### src/verilog/ssppin_consts.svh
// constants for the serial port pin interface block
`ifndef SSPPIN_CONSTS_SVH
`define SSPPIN_CONSTS_SVH
// ==========================================================
// register offsets
`define SSPPIN_OFS_FUNC 4'h0
`define SSPPIN_OFS_DIR 4'h1
`define SSPPIN_OFS_GPOUT 4'h2
`define SSPPIN_OFS_GPIN 4'h3
`define SSPPIN_OFS_CTRL 4'h4
`define SSPPIN_OFS_TXDATA 4'h5
`define SSPPIN_OFS_RXDATA 4'h6
`define SSPPIN_OFS_STAT 4'h7
// ==========================================================
// pin bit positions in function, direction and gpio registers
`define SSPPIN_B_CTL0 0
`define SSPPIN_B_CTL1 1
`define SSPPIN_B_FS 2
`define SSPPIN_B_CK 3
`define SSPPIN_B_RXD 4
`define SSPPIN_B_TXD 5
// ==========================================================
// control register fields
`define SSPPIN_C_EN 0
`define SSPPIN_C_ASYNC 1
`define SSPPIN_C_CKOUT 2
`define SSPPIN_C_FSOUT 3
`define SSPPIN_C_RCKOUT 4
// ==========================================================
// reset values and timing
`define SSPPIN_RST_FUNC 6'h00
`define SSPPIN_RST_DIR 6'h00
`define SSPPIN_RST_CTRL 5'h00
`define SSPPIN_WORD_BITS 8
`define SSPPIN_HALF_BIT_NS 32
`define SSPPIN_CLK_NS 8
`define SSPPIN_HALF_CYC ((`SSPPIN_HALF_BIT_NS) / (`SSPPIN_CLK_NS))
`endif

### src/verilog/ssppin_pkg.sv
// types for the serial port pin interface block
package ssppin_pkg;
  typedef logic [7:0] ssppin_word_t;
  typedef enum logic [1:0] {
    SSPPIN_IDLE = 2'b00,
    SSPPIN_SHIFT = 2'b01,
    SSPPIN_DONE = 2'b10
  } ssppin_state_t;
endpackage

### src/verilog/ssppin_if.sv
// bundle between pin mux and serial shifter
`timescale 1ns/100ps
interface ssppin_if;
  logic tx_clk_fall;
  logic rx_clk_rise;
  logic tx_fs;
  logic rx_fs;
  logic rx_bit;
  logic tx_bit;
  logic enable;
  logic start;
  ssppin_pkg::ssppin_word_t tx_word;
  ssppin_pkg::ssppin_word_t rx_word;
  logic rx_done;
  logic tx_done;
  modport shifter (input tx_clk_fall, rx_clk_rise, tx_fs, rx_fs, rx_bit,
    enable, tx_word, start, output tx_bit, rx_word, rx_done, tx_done);
  modport mux (output tx_clk_fall, rx_clk_rise, tx_fs, rx_fs, rx_bit,
    enable, tx_word, start, input tx_bit, rx_word, rx_done, tx_done);
endinterface

### src/verilog/ssppin_shift.sv
// transmit and receive shift registers of the serial port
`timescale 1ns/100ps
`include "ssppin_consts.svh"
module ssppin_shift (
  // clock and reset
  input wire logic clk,
  input wire logic nrst,
  // link to pin mux
  ssppin_if.shifter sp
);
  ssppin_pkg::ssppin_word_t tx_sr_ff, nxt_tx_sr;
  ssppin_pkg::ssppin_word_t rx_sr_ff, nxt_rx_sr;
  ssppin_pkg::ssppin_word_t rx_word_ff, nxt_rx_word;
  logic [3:0] tx_cnt_ff, nxt_tx_cnt;
  logic [3:0] rx_cnt_ff, nxt_rx_cnt;
  logic tx_bit_ff, nxt_tx_bit;
  logic rx_done_ff, nxt_rx_done;
  logic tx_done_ff, nxt_tx_done;
  logic tx_arm_ff, nxt_tx_arm;
  ssppin_pkg::ssppin_state_t st_ff, nxt_st;

  assign sp.tx_bit = tx_bit_ff;
  assign sp.rx_word = rx_word_ff;
  assign sp.rx_done = rx_done_ff;
  assign sp.tx_done = tx_done_ff;

  // ==========================================================
  // shifting; data change on falling edge, sampled on rising
  always_comb begin
    nxt_tx_sr = tx_sr_ff;
    nxt_rx_sr = rx_sr_ff;
    nxt_rx_word = rx_word_ff;
    nxt_tx_cnt = tx_cnt_ff;
    nxt_rx_cnt = rx_cnt_ff;
    nxt_tx_bit = tx_bit_ff;
    nxt_rx_done = 1'b0;
    nxt_tx_done = 1'b0;
    nxt_tx_arm = tx_arm_ff | sp.start;
    nxt_st = st_ff;
    if (!sp.enable) begin
      nxt_st = ssppin_pkg::SSPPIN_IDLE;
      nxt_tx_cnt = 4'h0;
      nxt_rx_cnt = 4'h0;
      nxt_tx_arm = 1'b0;
    end else begin
      case (st_ff)
        ssppin_pkg::SSPPIN_IDLE: begin
          // frame sync starts a transmit word when data is armed
          if (sp.tx_fs && sp.tx_clk_fall && nxt_tx_arm) begin
            nxt_tx_sr = {sp.tx_word[6:0], 1'b0};
            nxt_tx_bit = sp.tx_word[7];
            nxt_tx_cnt = 4'h1;
            nxt_tx_arm = 1'b0;
            nxt_st = ssppin_pkg::SSPPIN_SHIFT;
          end
        end
        ssppin_pkg::SSPPIN_SHIFT: begin
          if (sp.tx_clk_fall) begin
            if (tx_cnt_ff == 4'(`SSPPIN_WORD_BITS)) begin
              nxt_st = ssppin_pkg::SSPPIN_DONE;
            end else begin
              nxt_tx_bit = tx_sr_ff[7];
              nxt_tx_sr = {tx_sr_ff[6:0], 1'b0};
              nxt_tx_cnt = tx_cnt_ff + 4'h1;
            end
          end
        end
        ssppin_pkg::SSPPIN_DONE: begin
          nxt_tx_done = 1'b1;
          nxt_tx_cnt = 4'h0;
          nxt_st = ssppin_pkg::SSPPIN_IDLE;
        end
        default: nxt_st = ssppin_pkg::SSPPIN_IDLE;
      endcase
      // receiver framed by its own sync, clocked by its own clock
      if (sp.rx_clk_rise) begin
        if (rx_cnt_ff == 4'h0) begin
          if (sp.rx_fs) begin
            nxt_rx_sr = {rx_sr_ff[6:0], sp.rx_bit};
            nxt_rx_cnt = 4'h1;
          end
        end else begin
          nxt_rx_sr = {rx_sr_ff[6:0], sp.rx_bit};
          nxt_rx_cnt = rx_cnt_ff + 4'h1;
          if (rx_cnt_ff == 4'(`SSPPIN_WORD_BITS - 1)) begin
            nxt_rx_word = {rx_sr_ff[6:0], sp.rx_bit};
            nxt_rx_done = 1'b1;
            nxt_rx_cnt = 4'h0;
          end
        end
      end
    end
  end

  always_ff @(posedge clk) begin
    if (!nrst) begin
      tx_sr_ff <= 8'h00;
      rx_sr_ff <= 8'h00;
      rx_word_ff <= 8'h00;
      tx_cnt_ff <= 4'h0;
      rx_cnt_ff <= 4'h0;
      tx_bit_ff <= 1'b0;
      rx_done_ff <= 1'b0;
      tx_done_ff <= 1'b0;
      tx_arm_ff <= 1'b0;
      st_ff <= ssppin_pkg::SSPPIN_IDLE;
    end else begin
      tx_sr_ff <= nxt_tx_sr;
      rx_sr_ff <= nxt_rx_sr;
      rx_word_ff <= nxt_rx_word;
      tx_cnt_ff <= nxt_tx_cnt;
      rx_cnt_ff <= nxt_rx_cnt;
      tx_bit_ff <= nxt_tx_bit;
      rx_done_ff <= nxt_rx_done;
      tx_done_ff <= nxt_tx_done;
      tx_arm_ff <= nxt_tx_arm;
      st_ff <= nxt_st;
    end
  end
endmodule

### src/verilog/ssppin_top.sv
// pin interface of one synchronous serial port with gpio fallback
// ==========================================================
`timescale 1ns/100ps
`include "ssppin_consts.svh"
module ssppin_top (
  // clock and reset
  input wire logic clk,
  input wire logic nrst,
  // register port
  input wire logic [3:0] reg_addr,
  input wire logic [7:0] reg_wdata,
  input wire logic reg_wr,
  input wire logic reg_rd,
  output logic [7:0] reg_rdata,
  // pins: input, output, output enable (low = driving)
  input wire logic [5:0] pin_in,
  output logic [5:0] pin_out,
  output logic [5:0] pin_oe_n
);
  ssppin_if sp ();

  logic [5:0] func_ff, nxt_func;
  logic [5:0] dir_ff, nxt_dir;
  logic [5:0] gpout_ff, nxt_gpout;
  logic [4:0] ctrl_ff, nxt_ctrl;
  ssppin_pkg::ssppin_word_t txd_ff, nxt_txd;
  logic start_ff, nxt_start;
  logic rx_full_ff, nxt_rx_full;
  logic tx_busy_ff, nxt_tx_busy;
  logic [7:0] rdata_ff, nxt_rdata;
  logic [5:0] sync1_ff, sync2_ff, prev_ff;
  logic [5:0] pout_ff, nxt_pout;
  logic [5:0] poe_n_ff, nxt_poe_n;
  logic [2:0] div_ff, nxt_div;
  logic gclk_ff, nxt_gclk;
  logic [3:0] fs_cnt_ff, nxt_fs_cnt;
  logic gfs_ff, nxt_gfs;
  logic gfall;
  logic grise;
  logic en;
  logic async_m;
  logic tx_clk_v, tx_clk_p, rx_clk_v;

  // serial role only when port enabled and function bit set
  function automatic logic serial_sel(input logic [5:0] f, input logic e, input int b);
    serial_sel = e & f[b];
  endfunction

  // ==========================================================
  // pin synchronisers; stage two and its delayed copy prev_ff feed logic
  always_ff @(posedge clk) begin
    if (!nrst) begin
      sync1_ff <= 6'h00;
      sync2_ff <= 6'h00;
      prev_ff <= 6'h00;
    end else begin
      sync1_ff <= pin_in;
      sync2_ff <= sync1_ff;
      prev_ff <= sync2_ff;
    end
  end

  assign en = ctrl_ff[`SSPPIN_C_EN];
  assign async_m = ctrl_ff[`SSPPIN_C_ASYNC];

  // ==========================================================
  // internal bit clock and frame sync generator
  always_comb begin
    nxt_div = div_ff + 3'h1;
    nxt_gclk = gclk_ff;
    nxt_fs_cnt = fs_cnt_ff;
    nxt_gfs = gfs_ff;
    if (!en) begin
      nxt_div = 3'h0;
      nxt_gclk = 1'b0;
      nxt_fs_cnt = 4'h0;
      nxt_gfs = 1'b0;
    end else if (div_ff == 3'(`SSPPIN_HALF_CYC - 1)) begin
      nxt_div = 3'h0;
      nxt_gclk = ~gclk_ff;
      if (gclk_ff) begin
        // frame sync high for one bit at each word start
        nxt_gfs = (fs_cnt_ff == 4'h0);
        nxt_fs_cnt = (fs_cnt_ff == 4'(`SSPPIN_WORD_BITS - 1)) ? 4'h0 : fs_cnt_ff + 4'h1;
      end
    end
  end
  assign grise = en && (div_ff == 3'(`SSPPIN_HALF_CYC - 1)) && !gclk_ff;
  assign gfall = en && (div_ff == 3'(`SSPPIN_HALF_CYC - 1)) && gclk_ff;

  // ==========================================================
  // clock and frame source selection
  always_comb begin
    // external clock edges found by sampling; partner keeps 5T minimum
    tx_clk_v = sync2_ff[`SSPPIN_B_CK] & ~prev_ff[`SSPPIN_B_CK];
    tx_clk_p = ~sync2_ff[`SSPPIN_B_CK] & prev_ff[`SSPPIN_B_CK];
    if (ctrl_ff[`SSPPIN_C_CKOUT]) begin
      tx_clk_v = grise;
      tx_clk_p = gfall;
    end
    rx_clk_v = tx_clk_v;
    if (async_m) begin
      // separate receive clock on control pin zero
      rx_clk_v = ctrl_ff[`SSPPIN_C_RCKOUT] ? grise :
        (sync2_ff[`SSPPIN_B_CTL0] & ~prev_ff[`SSPPIN_B_CTL0]);
    end
  end

  assign sp.tx_clk_fall = tx_clk_p;
  assign sp.rx_clk_rise = rx_clk_v;
  // own or external frame sync for tx
  assign sp.tx_fs = ctrl_ff[`SSPPIN_C_FSOUT] ? gfs_ff : sync2_ff[`SSPPIN_B_FS];
  // rx framed by same sync only in sync mode; async rx free-runs
  assign sp.rx_fs = async_m ? 1'b1 : sp.tx_fs;
  assign sp.rx_bit = sync2_ff[`SSPPIN_B_RXD];
  assign sp.enable = en;
  assign sp.tx_word = txd_ff;
  assign sp.start = start_ff;

  ssppin_shift u_shift (
    .clk(clk),
    .nrst(nrst),
    .sp(sp.shifter)
  );

  // ==========================================================
  // pin output mux
  always_comb begin
    for (int b = 0; b < 6; b++) begin
      // gpio: direction bit high drives the pin
      nxt_pout[b] = gpout_ff[b];
      nxt_poe_n[b] = ~dir_ff[b];
    end
    if (serial_sel(func_ff, en, `SSPPIN_B_FS)) begin
      nxt_pout[`SSPPIN_B_FS] = gfs_ff;
      nxt_poe_n[`SSPPIN_B_FS] = ~ctrl_ff[`SSPPIN_C_FSOUT];
    end
    if (serial_sel(func_ff, en, `SSPPIN_B_CK)) begin
      nxt_pout[`SSPPIN_B_CK] = gclk_ff;
      nxt_poe_n[`SSPPIN_B_CK] = ~ctrl_ff[`SSPPIN_C_CKOUT];
    end
    if (serial_sel(func_ff, en, `SSPPIN_B_RXD)) begin
      nxt_pout[`SSPPIN_B_RXD] = 1'b0;
      nxt_poe_n[`SSPPIN_B_RXD] = 1'b1;
    end
    if (serial_sel(func_ff, en, `SSPPIN_B_TXD)) begin
      nxt_pout[`SSPPIN_B_TXD] = sp.tx_bit;
      nxt_poe_n[`SSPPIN_B_TXD] = 1'b0;
    end
    if (serial_sel(func_ff, en, `SSPPIN_B_CTL0) && async_m) begin
      nxt_pout[`SSPPIN_B_CTL0] = gclk_ff;
      nxt_poe_n[`SSPPIN_B_CTL0] = ~ctrl_ff[`SSPPIN_C_RCKOUT];
    end
  end

  // ==========================================================
  // register port
  always_comb begin
    nxt_func = func_ff;
    nxt_dir = dir_ff;
    nxt_gpout = gpout_ff;
    nxt_ctrl = ctrl_ff;
    nxt_txd = txd_ff;
    nxt_start = 1'b0;
    nxt_rdata = 8'h00;
    // set wins over clear
    nxt_rx_full = rx_full_ff;
    nxt_tx_busy = tx_busy_ff & ~sp.tx_done;
    if (reg_wr) begin
      case (reg_addr)
        `SSPPIN_OFS_FUNC: nxt_func = reg_wdata[5:0];
        `SSPPIN_OFS_DIR: nxt_dir = reg_wdata[5:0];
        `SSPPIN_OFS_GPOUT: nxt_gpout = reg_wdata[5:0];
        `SSPPIN_OFS_CTRL: nxt_ctrl = reg_wdata[4:0];
        `SSPPIN_OFS_TXDATA: begin
          nxt_txd = reg_wdata;
          nxt_start = 1'b1;
          nxt_tx_busy = 1'b1;
        end
        default: nxt_start = 1'b0;
      endcase
    end
    if (reg_rd) begin
      case (reg_addr)
        `SSPPIN_OFS_FUNC: nxt_rdata = {2'b00, func_ff};
        `SSPPIN_OFS_DIR: nxt_rdata = {2'b00, dir_ff};
        `SSPPIN_OFS_GPOUT: nxt_rdata = {2'b00, gpout_ff};
        `SSPPIN_OFS_GPIN: nxt_rdata = {2'b00, sync2_ff};
        `SSPPIN_OFS_CTRL: nxt_rdata = {3'b000, ctrl_ff};
        `SSPPIN_OFS_TXDATA: nxt_rdata = txd_ff;
        `SSPPIN_OFS_RXDATA: begin
          nxt_rdata = sp.rx_word;
          nxt_rx_full = 1'b0;
        end
        `SSPPIN_OFS_STAT: nxt_rdata = {6'h00, tx_busy_ff, rx_full_ff};
        default: nxt_rdata = 8'h00;
      endcase
    end
    if (sp.rx_done) begin
      nxt_rx_full = 1'b1;
    end
  end

  always_ff @(posedge clk) begin
    if (!nrst) begin
      func_ff <= `SSPPIN_RST_FUNC;
      dir_ff <= `SSPPIN_RST_DIR;
      gpout_ff <= 6'h00;
      ctrl_ff <= `SSPPIN_RST_CTRL;
      txd_ff <= 8'h00;
      start_ff <= 1'b0;
      rx_full_ff <= 1'b0;
      tx_busy_ff <= 1'b0;
      rdata_ff <= 8'h00;
      div_ff <= 3'h0;
      gclk_ff <= 1'b0;
      fs_cnt_ff <= 4'h0;
      gfs_ff <= 1'b0;
      pout_ff <= 6'h00;
      poe_n_ff <= 6'h3F;
    end else begin
      func_ff <= nxt_func;
      dir_ff <= nxt_dir;
      gpout_ff <= nxt_gpout;
      ctrl_ff <= nxt_ctrl;
      txd_ff <= nxt_txd;
      start_ff <= nxt_start;
      rx_full_ff <= nxt_rx_full;
      tx_busy_ff <= nxt_tx_busy;
      rdata_ff <= nxt_rdata;
      div_ff <= nxt_div;
      gclk_ff <= nxt_gclk;
      fs_cnt_ff <= nxt_fs_cnt;
      gfs_ff <= nxt_gfs;
      pout_ff <= nxt_pout;
      poe_n_ff <= nxt_poe_n;
    end
  end

  assign reg_rdata = rdata_ff;
  assign pin_out = pout_ff;
  assign pin_oe_n = poe_n_ff;
endmodule

### config.mk
export PLATFORM = sky130hd
export DESIGN_NAME = ssppin_top
export DESIGN_NICKNAME = d
export VERILOG_FILES = /design/src/verilog/ssppin_pkg.sv /design/src/verilog/ssppin_if.sv /design/src/verilog/ssppin_shift.sv /design/src/verilog/ssppin_top.sv
export VERILOG_INCLUDE_DIRS = /design/src /design/src/verilog
export SDC_FILE = /design/constraint.sdc
export NUM_CORES = 1
export LEC_CHECK = 0
export BUFFER_PORTS_ARGS = -buffer_cell sky130_fd_sc_hd__buf_2
export CAP_MARGIN = 25
export CORE_ASPECT_RATIO = 1.75
export CORE_MARGIN = 8
export CORE_UTILIZATION = 53
export DETAILED_ROUTE_END_ITERATION = 8
export PLACE_DENSITY = 0.78
export SETUP_SLACK_MARGIN = 0.5
export SKIP_LAST_GASP = 1
export SYNTH_ARGS = -nofsm -noshare
export SYNTH_HDL_FRONTEND = slang
export SYNTH_HIERARCHICAL = 1
export SYNTH_SLANG_ARGS = --single-unit
### constraint.sdc
create_clock -name clk -period 2.5 [get_ports clk]
set_clock_uncertainty 0.2 [all_clocks]
set_input_delay 0.125 -clock clk [delete_from_list [all_inputs] [get_ports clk]]
set_output_delay 0.125 -clock clk [all_outputs]
set_load 0.01 [all_outputs]
Word-level counts from Yosys, hierarchy flattened
Index checks and enable logic that the tools add are counted.

storage, ports and cells
  register bits after elaboration = 116
  input bits = 22
  output and inout bits = 20
  word-level logic and storage cells = 161

operators by class
  add/sub/neg operators = 4
  equality and inequality tests = 18
  multiplexer cells = 47
  bitwise logic cells = 28
  reductions and logical operators = 34

operators with widths
  operator             count
  $pmux 8 s8           1
  $mux 4               7
  $mux 1               27
  $eq 4x3->1 const B   6
  $mux 8               3
  $reduce_and 2->1     11
  $not 1->1            18
  $pmux 8 s2           1
  $mux 7               2
  $add 4x1->4 const B  3
  $logic_not 4->1      3
  $pmux 4 s3           1
  $and 1x1->1          9
  $eq 4x2->1 const B   2
  $reduce_and 4->1     2
  $logic_and 1x1->1    6
  $mux 2               3
  $ne 2x1->1 const B   3
  $reduce_and 3->1     2
  $reduce_bool 2->1    3
  $reduce_and 5->1     1
  $eq 4x1->1 const B   1
  $eq 4x4->1 const B   1
  $ne 2x2->1 const B   2
  13 further kinds     13

Depth between registers and ports, before layout
Gate-level depths: netlist of run 1.

  word-level depth = 8
  mapped depth = 10
  gate-level depth less buffers = 9

By module
Netlist of run 1, hierarchy kept.

modules (own cells, without submodules)
  module        times used  cells an instance  area each (sq um)  sequential area each (sq um)
  ssppin_top    1           317                3093.0             1541.5
  ssppin_shift  1           192                1766.7             720.7

Worst setup path after synthesis of run 1
OpenSTA, ideal clock, no wires.

  path kind = register to register
  from = register div_ff[0]
  to = register u_shift.rx_word_ff[0] (netlist: u_shift/sp.rx_word[0])
  library setup time = 116 ps
  data arrival time = 2075 ps
  data required time = 2184 ps
  setup slack = 109 ps
  cell stages (with the launch flop) = 11
  buffers on the path = 1
  clock period less this slack = 2391 ps
  cells stage by stage = dfxtp_1 ha_1 ha_1 and3b_1 a21oi_1 a21oi_1 nand2_1 nor3_1 buf_4 mux2i_1 nor2b_1

on the way
  word-level cells in the longest chain between the ends = 6
  elaborated cells on any way between the ends = 7
  classes of those cells = eq/ne: 1; mux: 3; reduce/logical: 3

RTL lines
  what                                 RTL line                             text
  start, declared                      ssppin_top.sv:34                     logic [2:0] div_ff, nxt_div;
  start signal, assigned               ssppin_top.sv:231                    div_ff <= nxt_div;
  $eq 3x2->1 (*)                       ssppin_top.sv:88                     assign grise = en && (div_ff == 3'(`SSPPIN_HALF_CYC - 1)) && !gclk_ff;
  $logic_and 1x1->1 (*) (2 in series)  ssppin_top.sv:88
  $mux 1, on equally long branches     ssppin_top.sv:97, ssppin_top.sv:104
  $mux 1 (*)                           ssppin_top.sv:102                    if (async_m) begin
  net rx_clk_v                         ssppin_top.sv:42                     logic tx_clk_v, tx_clk_p, rx_clk_v;
  $reduce_and 4->1 (no line) (*)       n/a
  end signal, assigned                 ssppin_shift.sv:110                  rx_word_ff <= nxt_rx_word;
  end, declared                        ssppin_shift.sv:13                   ssppin_pkg::ssppin_word_t rx_word_ff, nxt_rx_word;

The timed path passes the listed nets; every way through them passes the cells marked *.
A chain may end at the register's enable or synchronous reset.

Worst setup path in the final report of run 1
  from = register div_ff[0]
  to = register u_shift.tx_cnt_ff[1]

on the way
  word-level cells in the longest chain between the ends = 8
  elaborated cells on any way between the ends = 9
  classes of those cells = eq/ne: 3; mux: 1; reduce/logical: 5

RTL lines
  what                                 RTL line             text
  $eq 3x2->1 (*)                       ssppin_top.sv:89     assign gfall = en && (div_ff == 3'(`SSPPIN_HALF_CYC - 1)) && gclk_ff;
  $logic_and 1x1->1 (*) (2 in series)  ssppin_top.sv:89
  $mux 1 (*)                           ssppin_top.sv:97     if (ctrl_ff[`SSPPIN_C_CKOUT]) begin
  net sp.tx_clk_fall                   ssppin_if.sv:4       logic tx_clk_fall;
  $logic_and 1x1->1 (2 in series)      ssppin_shift.sv:49   if (sp.tx_fs && sp.tx_clk_fall && nxt_tx_arm) begin
  $ne 2x1->1 (no line)                 n/a
  $reduce_and 4->1 (no line) (*)       n/a
  end signal, assigned                 ssppin_shift.sv:111  tx_cnt_ff <= nxt_tx_cnt;
  end, declared                        ssppin_shift.sv:14   logic [3:0] tx_cnt_ff, nxt_tx_cnt;

Marked as above.

==> results of run 1 <==
[flip-flops by register name, indices dropped and copies added (netlist names), 2 cells and up]
register / flops
u_shift/rx_sr_ff: 7
ctrl_ff: 5
fs_cnt_ff: 4
gpout_ff: 6
sp.tx_word: 8
u_shift/tx_cnt_ff: 4
u_shift/rx_cnt_ff: 4
pin_out: 6
div_ff: 3
sync2_ff: 6
reg_rdata: 8
pin_oe_n: 6
func_ff: 6
dir_ff: 6
sync1_ff: 6
u_shift/tx_sr_ff: 7
u_shift/sp.rx_word: 8
u_shift/st_ff: 2
prev_ff: 2
[cell usage in the layout (no fill, tap or decap), types with 4 or more instances in the layout]
cell type / netlist / routed
dfxtp_1: 113 / 111
mux2i_1: 48 / 48
nor2_1: 46 / 46
nand2_1: 49 / 46
buf_2: 6 / 41
dlygate4sd3_1: 0 / 23
nand3_1: 22 / 21
a21oi_1: 23 / 20
and2_1: 19 / 18
clkbuf_16: 0 / 17
buf_4: 4 / 16
inv_1: 15 / 14
nor2b_1: 14 / 14
a22oi_1: 15 / 14
ha_1: 13 / 10
nand2b_1: 9 / 9
o211ai_1: 8 / 8
mux2_2: 6 / 6
o21ai_0: 10 / 6
a31oi_1: 5 / 5
bufinv_16: 0 / 5
nand3_2: 3 / 4
o32a_1: 4 / 4
nor3_1: 5 / 4
clkinv_2: 0 / 4
[per-stage QoR]
stage          hold slack [ns]  cells   util  instance area, µm²
3_3_place_gp             0.129    653  0.577                5180
3_5_place_dp             0.136    653  0.577                5180
4_1_cts                 0.0120    715  0.687                6160
5_1_grt                 0.0320    719  0.694                6230
6_report                0.0439    719  0.694                6230
2_1_floorplan           0.0523    509      -                4900
[final timing paths]
path | end | slack [ns] | cells after the start
worst min register to register | pin_oe_n[1] | 0.21 | 1
worst min-delay path | reg_rdata[4] | 0.04 | 3
worst max-delay path | u_shift/tx_cnt_ff[1] | 0.32 | 8
worst max register to register | u_shift/tx_cnt_ff[1] | 0.32 | 8
[cell type report]
| cell class | count | area, µm² | area share |
|---|---|---|---|
| clock inverter | 11 | 185 | 0.0297 |
| sequential | 113 | 2260 | 0.363 |
| multi-input combinational | 355 | 2520 | 0.404 |
| timing repair buffer | 84 | 609 | 0.0978 |
| tap | 120 | 150 | 0.0241 |
| inverter | 15 | 56.3 | 0.00903 |
| clock buffer | 21 | 450 | 0.0723 |
[metal layers]
| layer | vias up | GRT usage | share of wire |
|---|---|---|---|
| li1 | 1956 | - | - |
| met1 | 1957 | 0.196 | 0.35 |
| met2 | 167 | 0.387 | 0.54 |
| met3 | 55 | 0.0674 | 0.053 |
| met4 | 0 | 0.160 | 0.062 |
| met5 | - | 0 | 0 |
[kinds of logic after synthesis]
logic type	synth area share
adders and majority gates	0.0335
AOI/OAI and AO/OA	0.128
xor gates and xnor gates	0.00361
DFF	0.465
muxes	0.115
buffers and inverters	0.0425
and+or+nand+nor	0.212
[repair_timing]
item,in CTS,in global routing
hold buffers,23,0
endpoints found under the hold margin,56,0
pin swaps,8,8
endpoints found under the setup margin,28,36
setup buffers,6,4
cloned,1,0
resized for setup,16,13
[critical path, stage by stage (launching register included)]
cell and delay (ns):
dfxtp_2 0.34, ha_4 0.14, ha_4 0.14, and2_4 0.14, a32o_2 0.27, o211ai_4 0.15, a221oi_4 0.31, and2b_1 0.22
mux2i_1 0.19
[power by group through the flow]
stage	sequential, µW	combinational, µW	clock, µW
final	1840	188	2580
after global routing	1840	202	2710
after detailed placement	1870	152	0
after global placement	1870	149	0
after floorplan	1870	99.5	0
after CTS	1840	183	2600
==> results_dict.tcl, run 1 <==
set metrics [dict create \
    path_clk_slew_ns 0.05 \
    critPathLaunch "div_ff[0]" \
    dieArea_mm2 0.0126 \
    clkLatencyLatePin_ns 0.41 \
    drive_gt1_frac 0.220 \
    yosysSeqAreaShare 0.465 \
    async_reset_ff_frac 0 \
    place.gp.congestion 0.935 \
    intPower_uw 3690 \
    critical_path.max_fanout 4 \
    slew_viol_final 0 \
    avgSynthCellArea_um2 9.55 \
    outcome "finished clean" \
    dr.pass1.iters 7 \
    io_pins 42 \
    pwr-share-seq 0.399 \
    die_h_um 143 \
    diodes 0 \
    grt_overflow 0 \
    crit_path_end_kind "flop" \
    routedWlPerCell_um 18.2 \
    r2r_start "div_ff[0]" \
    setup_tns_ns 0 \
    start_util 0.541 \
    fill_cells 679 \
    cts_tree "built" \
    io_buffers 41 \
    synth_edf_count 0 \
    swShare 0.200 \
    synth_top_area_cell "dfxtp_1" \
    grt_pass1_vias 4158 \
    root_buffer "clkbuf_16" \
    nets 621 \
    grt.total_usage 0.217 \
    cts_inserted_buffers 17 \
    synth_nets 544 \
    synth_cells 509 \
    layout_min_cycle_time_ns 2.18 \
    clockBufferDepth 2 \
    min_path_type "primary input to flop" \
    cts.sinks 113 \
    core_area_mm2 0.00898 \
    drt-initial-drc-count 281 \
    wl_mm 13.1 \
    synth_top_area_share 0.465 \
    synthFlopType "dfxtp_1" \
    p_sw_uw 921 \
    hold_viol_final 0 \
    cts-htree-levels 4 \
    synth.area.top_cells "dfxtp_1 47%, mux2i_1 9.9%, nand2_1 3.8%, nor2_1 3.6%, ha_1 3.3%" \
    max-cap-violations 0 \
    area_growth_pct 28.2 \
    drc 0 \
    pwr_density_cell_mw_per_mm2 739 \
    required_ns 2.64 \
    ir_drop_mv 0.530 \
    maxSlewHeadroom 0.649 \
    finalPower_uw 4610 \
    grt_max_degree 45 \
    grt_pass1_wl_mm 20.5 \
    synth_cell_types 57 \
    combPwrFrac 0.041 \
    drtAntennaViolNets 0 \
    rows 46 \
    place_ws_ns 0.0942 \
    timing.fmax_mhz 459 \
    p_leak_uw 0.00250 \
    rsz0062_at_grt "yes" \
    setup_violations 0 \
    dp_hpwl_mm 8.48 \
    worstMarginPinSlew_ns 0.525 \
    path_class "flop to flop" \
    worstSetupStartpointType "flop" \
    yosysMostFrequentCell "dfxtp_1" \
    clkPwrFrac 0.560 \
    cp.arrival_ns 2.32 \
    syn_area_mm2 0.00486 \
    vias_per_cell 5.75 \
    ys_seq_elements 113 \
    worstHoldStart "reg_addr[3]" \
    synth_commonest_cells "113 x dfxtp_1, 49 x nand2_1, 48 x mux2i_1" \
    fp.dieW_um 88.4 \
    antenna_found_initial 0 \
    ys_warn_count 6 \
    fin_crit_sh 0.872 \
    vias 4135 \
    worst_slack_ns 0.321 \
]
Note: power is estimated with default switching activity, not from simulation.
==> run 2: changes to the inputs <==
Settings changed: BUFFER_PORTS_ARGS -buffer_cell sky130_fd_sc_hd__buf_2 to -buffer_cell sky130_fd_sc_hd__buf_4.
==> results_dict.tcl, run 2 (same netlist as run 1, synthesis figures left out) <==
set metrics [dict create \
    critical_path.max_fanout 4 \
    dr.pass1.iters 5 \
    reg2reg_depth 10 \
    maxSlewHeadroom 0.574 \
    layout_min_cycle_time_ns 2.20 \
    setup_tns_ns 0 \
    fp.dieW_um 88.4 \
    worstMarginPinSlew_ns 0.637 \
    drtAntennaViolNets 0 \
    path_class "flop to flop" \
    setup_violations 0 \
    worstSetupStartpointType "flop" \
    crit_chain "ha_4 > ha_4 > and3b_2 > a211oi_2 > a21oi_2 > buf_4 > buf_6 > nand4_1 > or3_4 > a21oi_2" \
    slew_viol_final 0 \
    antenna_found_initial 0 \
    finalPower_uw 4510 \
    critPathSlowestCell "or3_4" \
    path_clk_slew_ns 0.05 \
    vias_per_cell 5.82 \
    grt_pass1_vias 4325 \
    pwr_density_cell_mw_per_mm2 705 \
    wl_mm 13.6 \
    p_leak_uw 0.00258 \
    start_util 0.541 \
    rsz0062_at_grt "yes" \
    vias 4214 \
    area_growth_pct 31.6 \
    fin_crit_sh 0.879 \
    ir_drop_mv 0.526 \
    cts_tree "built" \
    holdPathStages 4 \
    grt_overflow 0 \
    io_buffers 41 \
    nets 626 \
    drt-initial-drc-count 261 \
    drc 0 \
    diodes 0 \
    worst_slack_ns 0.302 \
    grt.total_usage 0.223 \
    max_stage_delay_ns 0.36 \
    io_pins 42 \
    routedWlPerCell_um 18.8 \
    place.gp.congestion 0.990 \
    dp_hpwl_mm 8.48 \
    place_ws_ns 0.0890 \
    grt_pass1_wl_mm 21.2 \
    max-cap-violations 0 \
    cts.sinks 113 \
    root_buffer "clkbuf_16" \
    cts-htree-levels 4 \
    drive_gt1_frac 0.233 \
    outcome "finished clean" \
    cts_inserted_buffers 17 \
    die_h_um 143 \
    rows 46 \
    core_area_mm2 0.00898 \
    min_path_type "primary input to flop" \
    hold_viol_final 0 \
    crit_path_end_kind "flop" \
    dieArea_mm2 0.0126 \
    timing.fmax_mhz 455 \
    clkLatencyLatePin_ns 0.41 \
    grt_max_degree 48 \
    layout.cells.most_common_list "111 x dfxtp_1, 58 x buf_4, 47 x mux2i_1" \
    layout_commonest_cell "dfxtp_1" \
    cp.arrival_ns 2.33 \
    required_ns 2.63 \
    clockBufferDepth 2 \
]
run 2: changes by cell type in the layout (fill, tap and decap cells not counted), sizes merged:
cell / previous run / this run
buf: 61 / 66
bufinv: 5 / 3
clkinv: 4 / 6
clkbuf: 21 / 22
clkinvlp: 2 / 1
run 2: final cells by class:
cell class	instances	area, µm²
sequential	113	2260
timing repair buffer	89	772
clock buffer	22	484
tap	120	150
multi-input combinational	355	2540
fill	623	2580
clock inverter	10	131
inverter	15	56.3
run 2: layer usage:
layer  up-vias  GRT usage  wire length, µm
met5         -          0                0
met4         0      0.157              802
met3        65     0.0651              690
met2       183      0.396             7350
met1      2006      0.209             4740
li1       1960          -                -
run 2: path summary, 6_finish.rpt:
path	from	endpoint	slack, ns
hold reg to reg	dir_ff[1]	pin_oe_n[1]	0.22
hold / removal	reg_addr[0]	reg_rdata[5]	0.05
setup reg to reg	div_ff[0]	u_shift/rx_cnt_ff[3]	0.30
setup / recovery	div_ff[0]	u_shift/rx_cnt_ff[3]	0.30
run 2: where the power goes:
| group | leakage (µW) | switching [µW] | total, µW | internal (µW) |
|---|---|---|---|---|
| registers | 0.000915 | 14.4 | 1840 | 1820 |
| logic | 0.00136 | 113 | 210 | 97.1 |
| clock network | 0.000306 | 802 | 2470 | 1660 |
run 2: repair_timing:
item | CTS | global route
endpoints found under the setup margin | 28 | 35
buffers inserted | 10 | 5
pin swaps | 7 | 9
gates cloned | 1 | 0
hold endpoints to repair | 56 | 0
hold buffers | 23 | 0
resized for setup | 23 | 12
run 2: stage by stage:
stage               utilization  instance area (µm²)  hold slack [ns]  std cells
floorplan                     -                 4900           0.0523        509
global placement          0.587                 5270            0.132        652
detailed placement        0.590                 5300            0.139        653
CTS                       0.703                 6320           0.0246        719
global route              0.712                 6400           0.0649        724
finish                    0.712                 6400           0.0510        724
run 2: critical path, delay by kind of cell (launching register included):
family,cells,cell delay [ns]
DFF,1,0.34
buffers and inverters,2,0.24
adders and majority gates,2,0.26
and+or+nand+nor,3,0.68
AOI/OAI and AO/OA,3,0.40
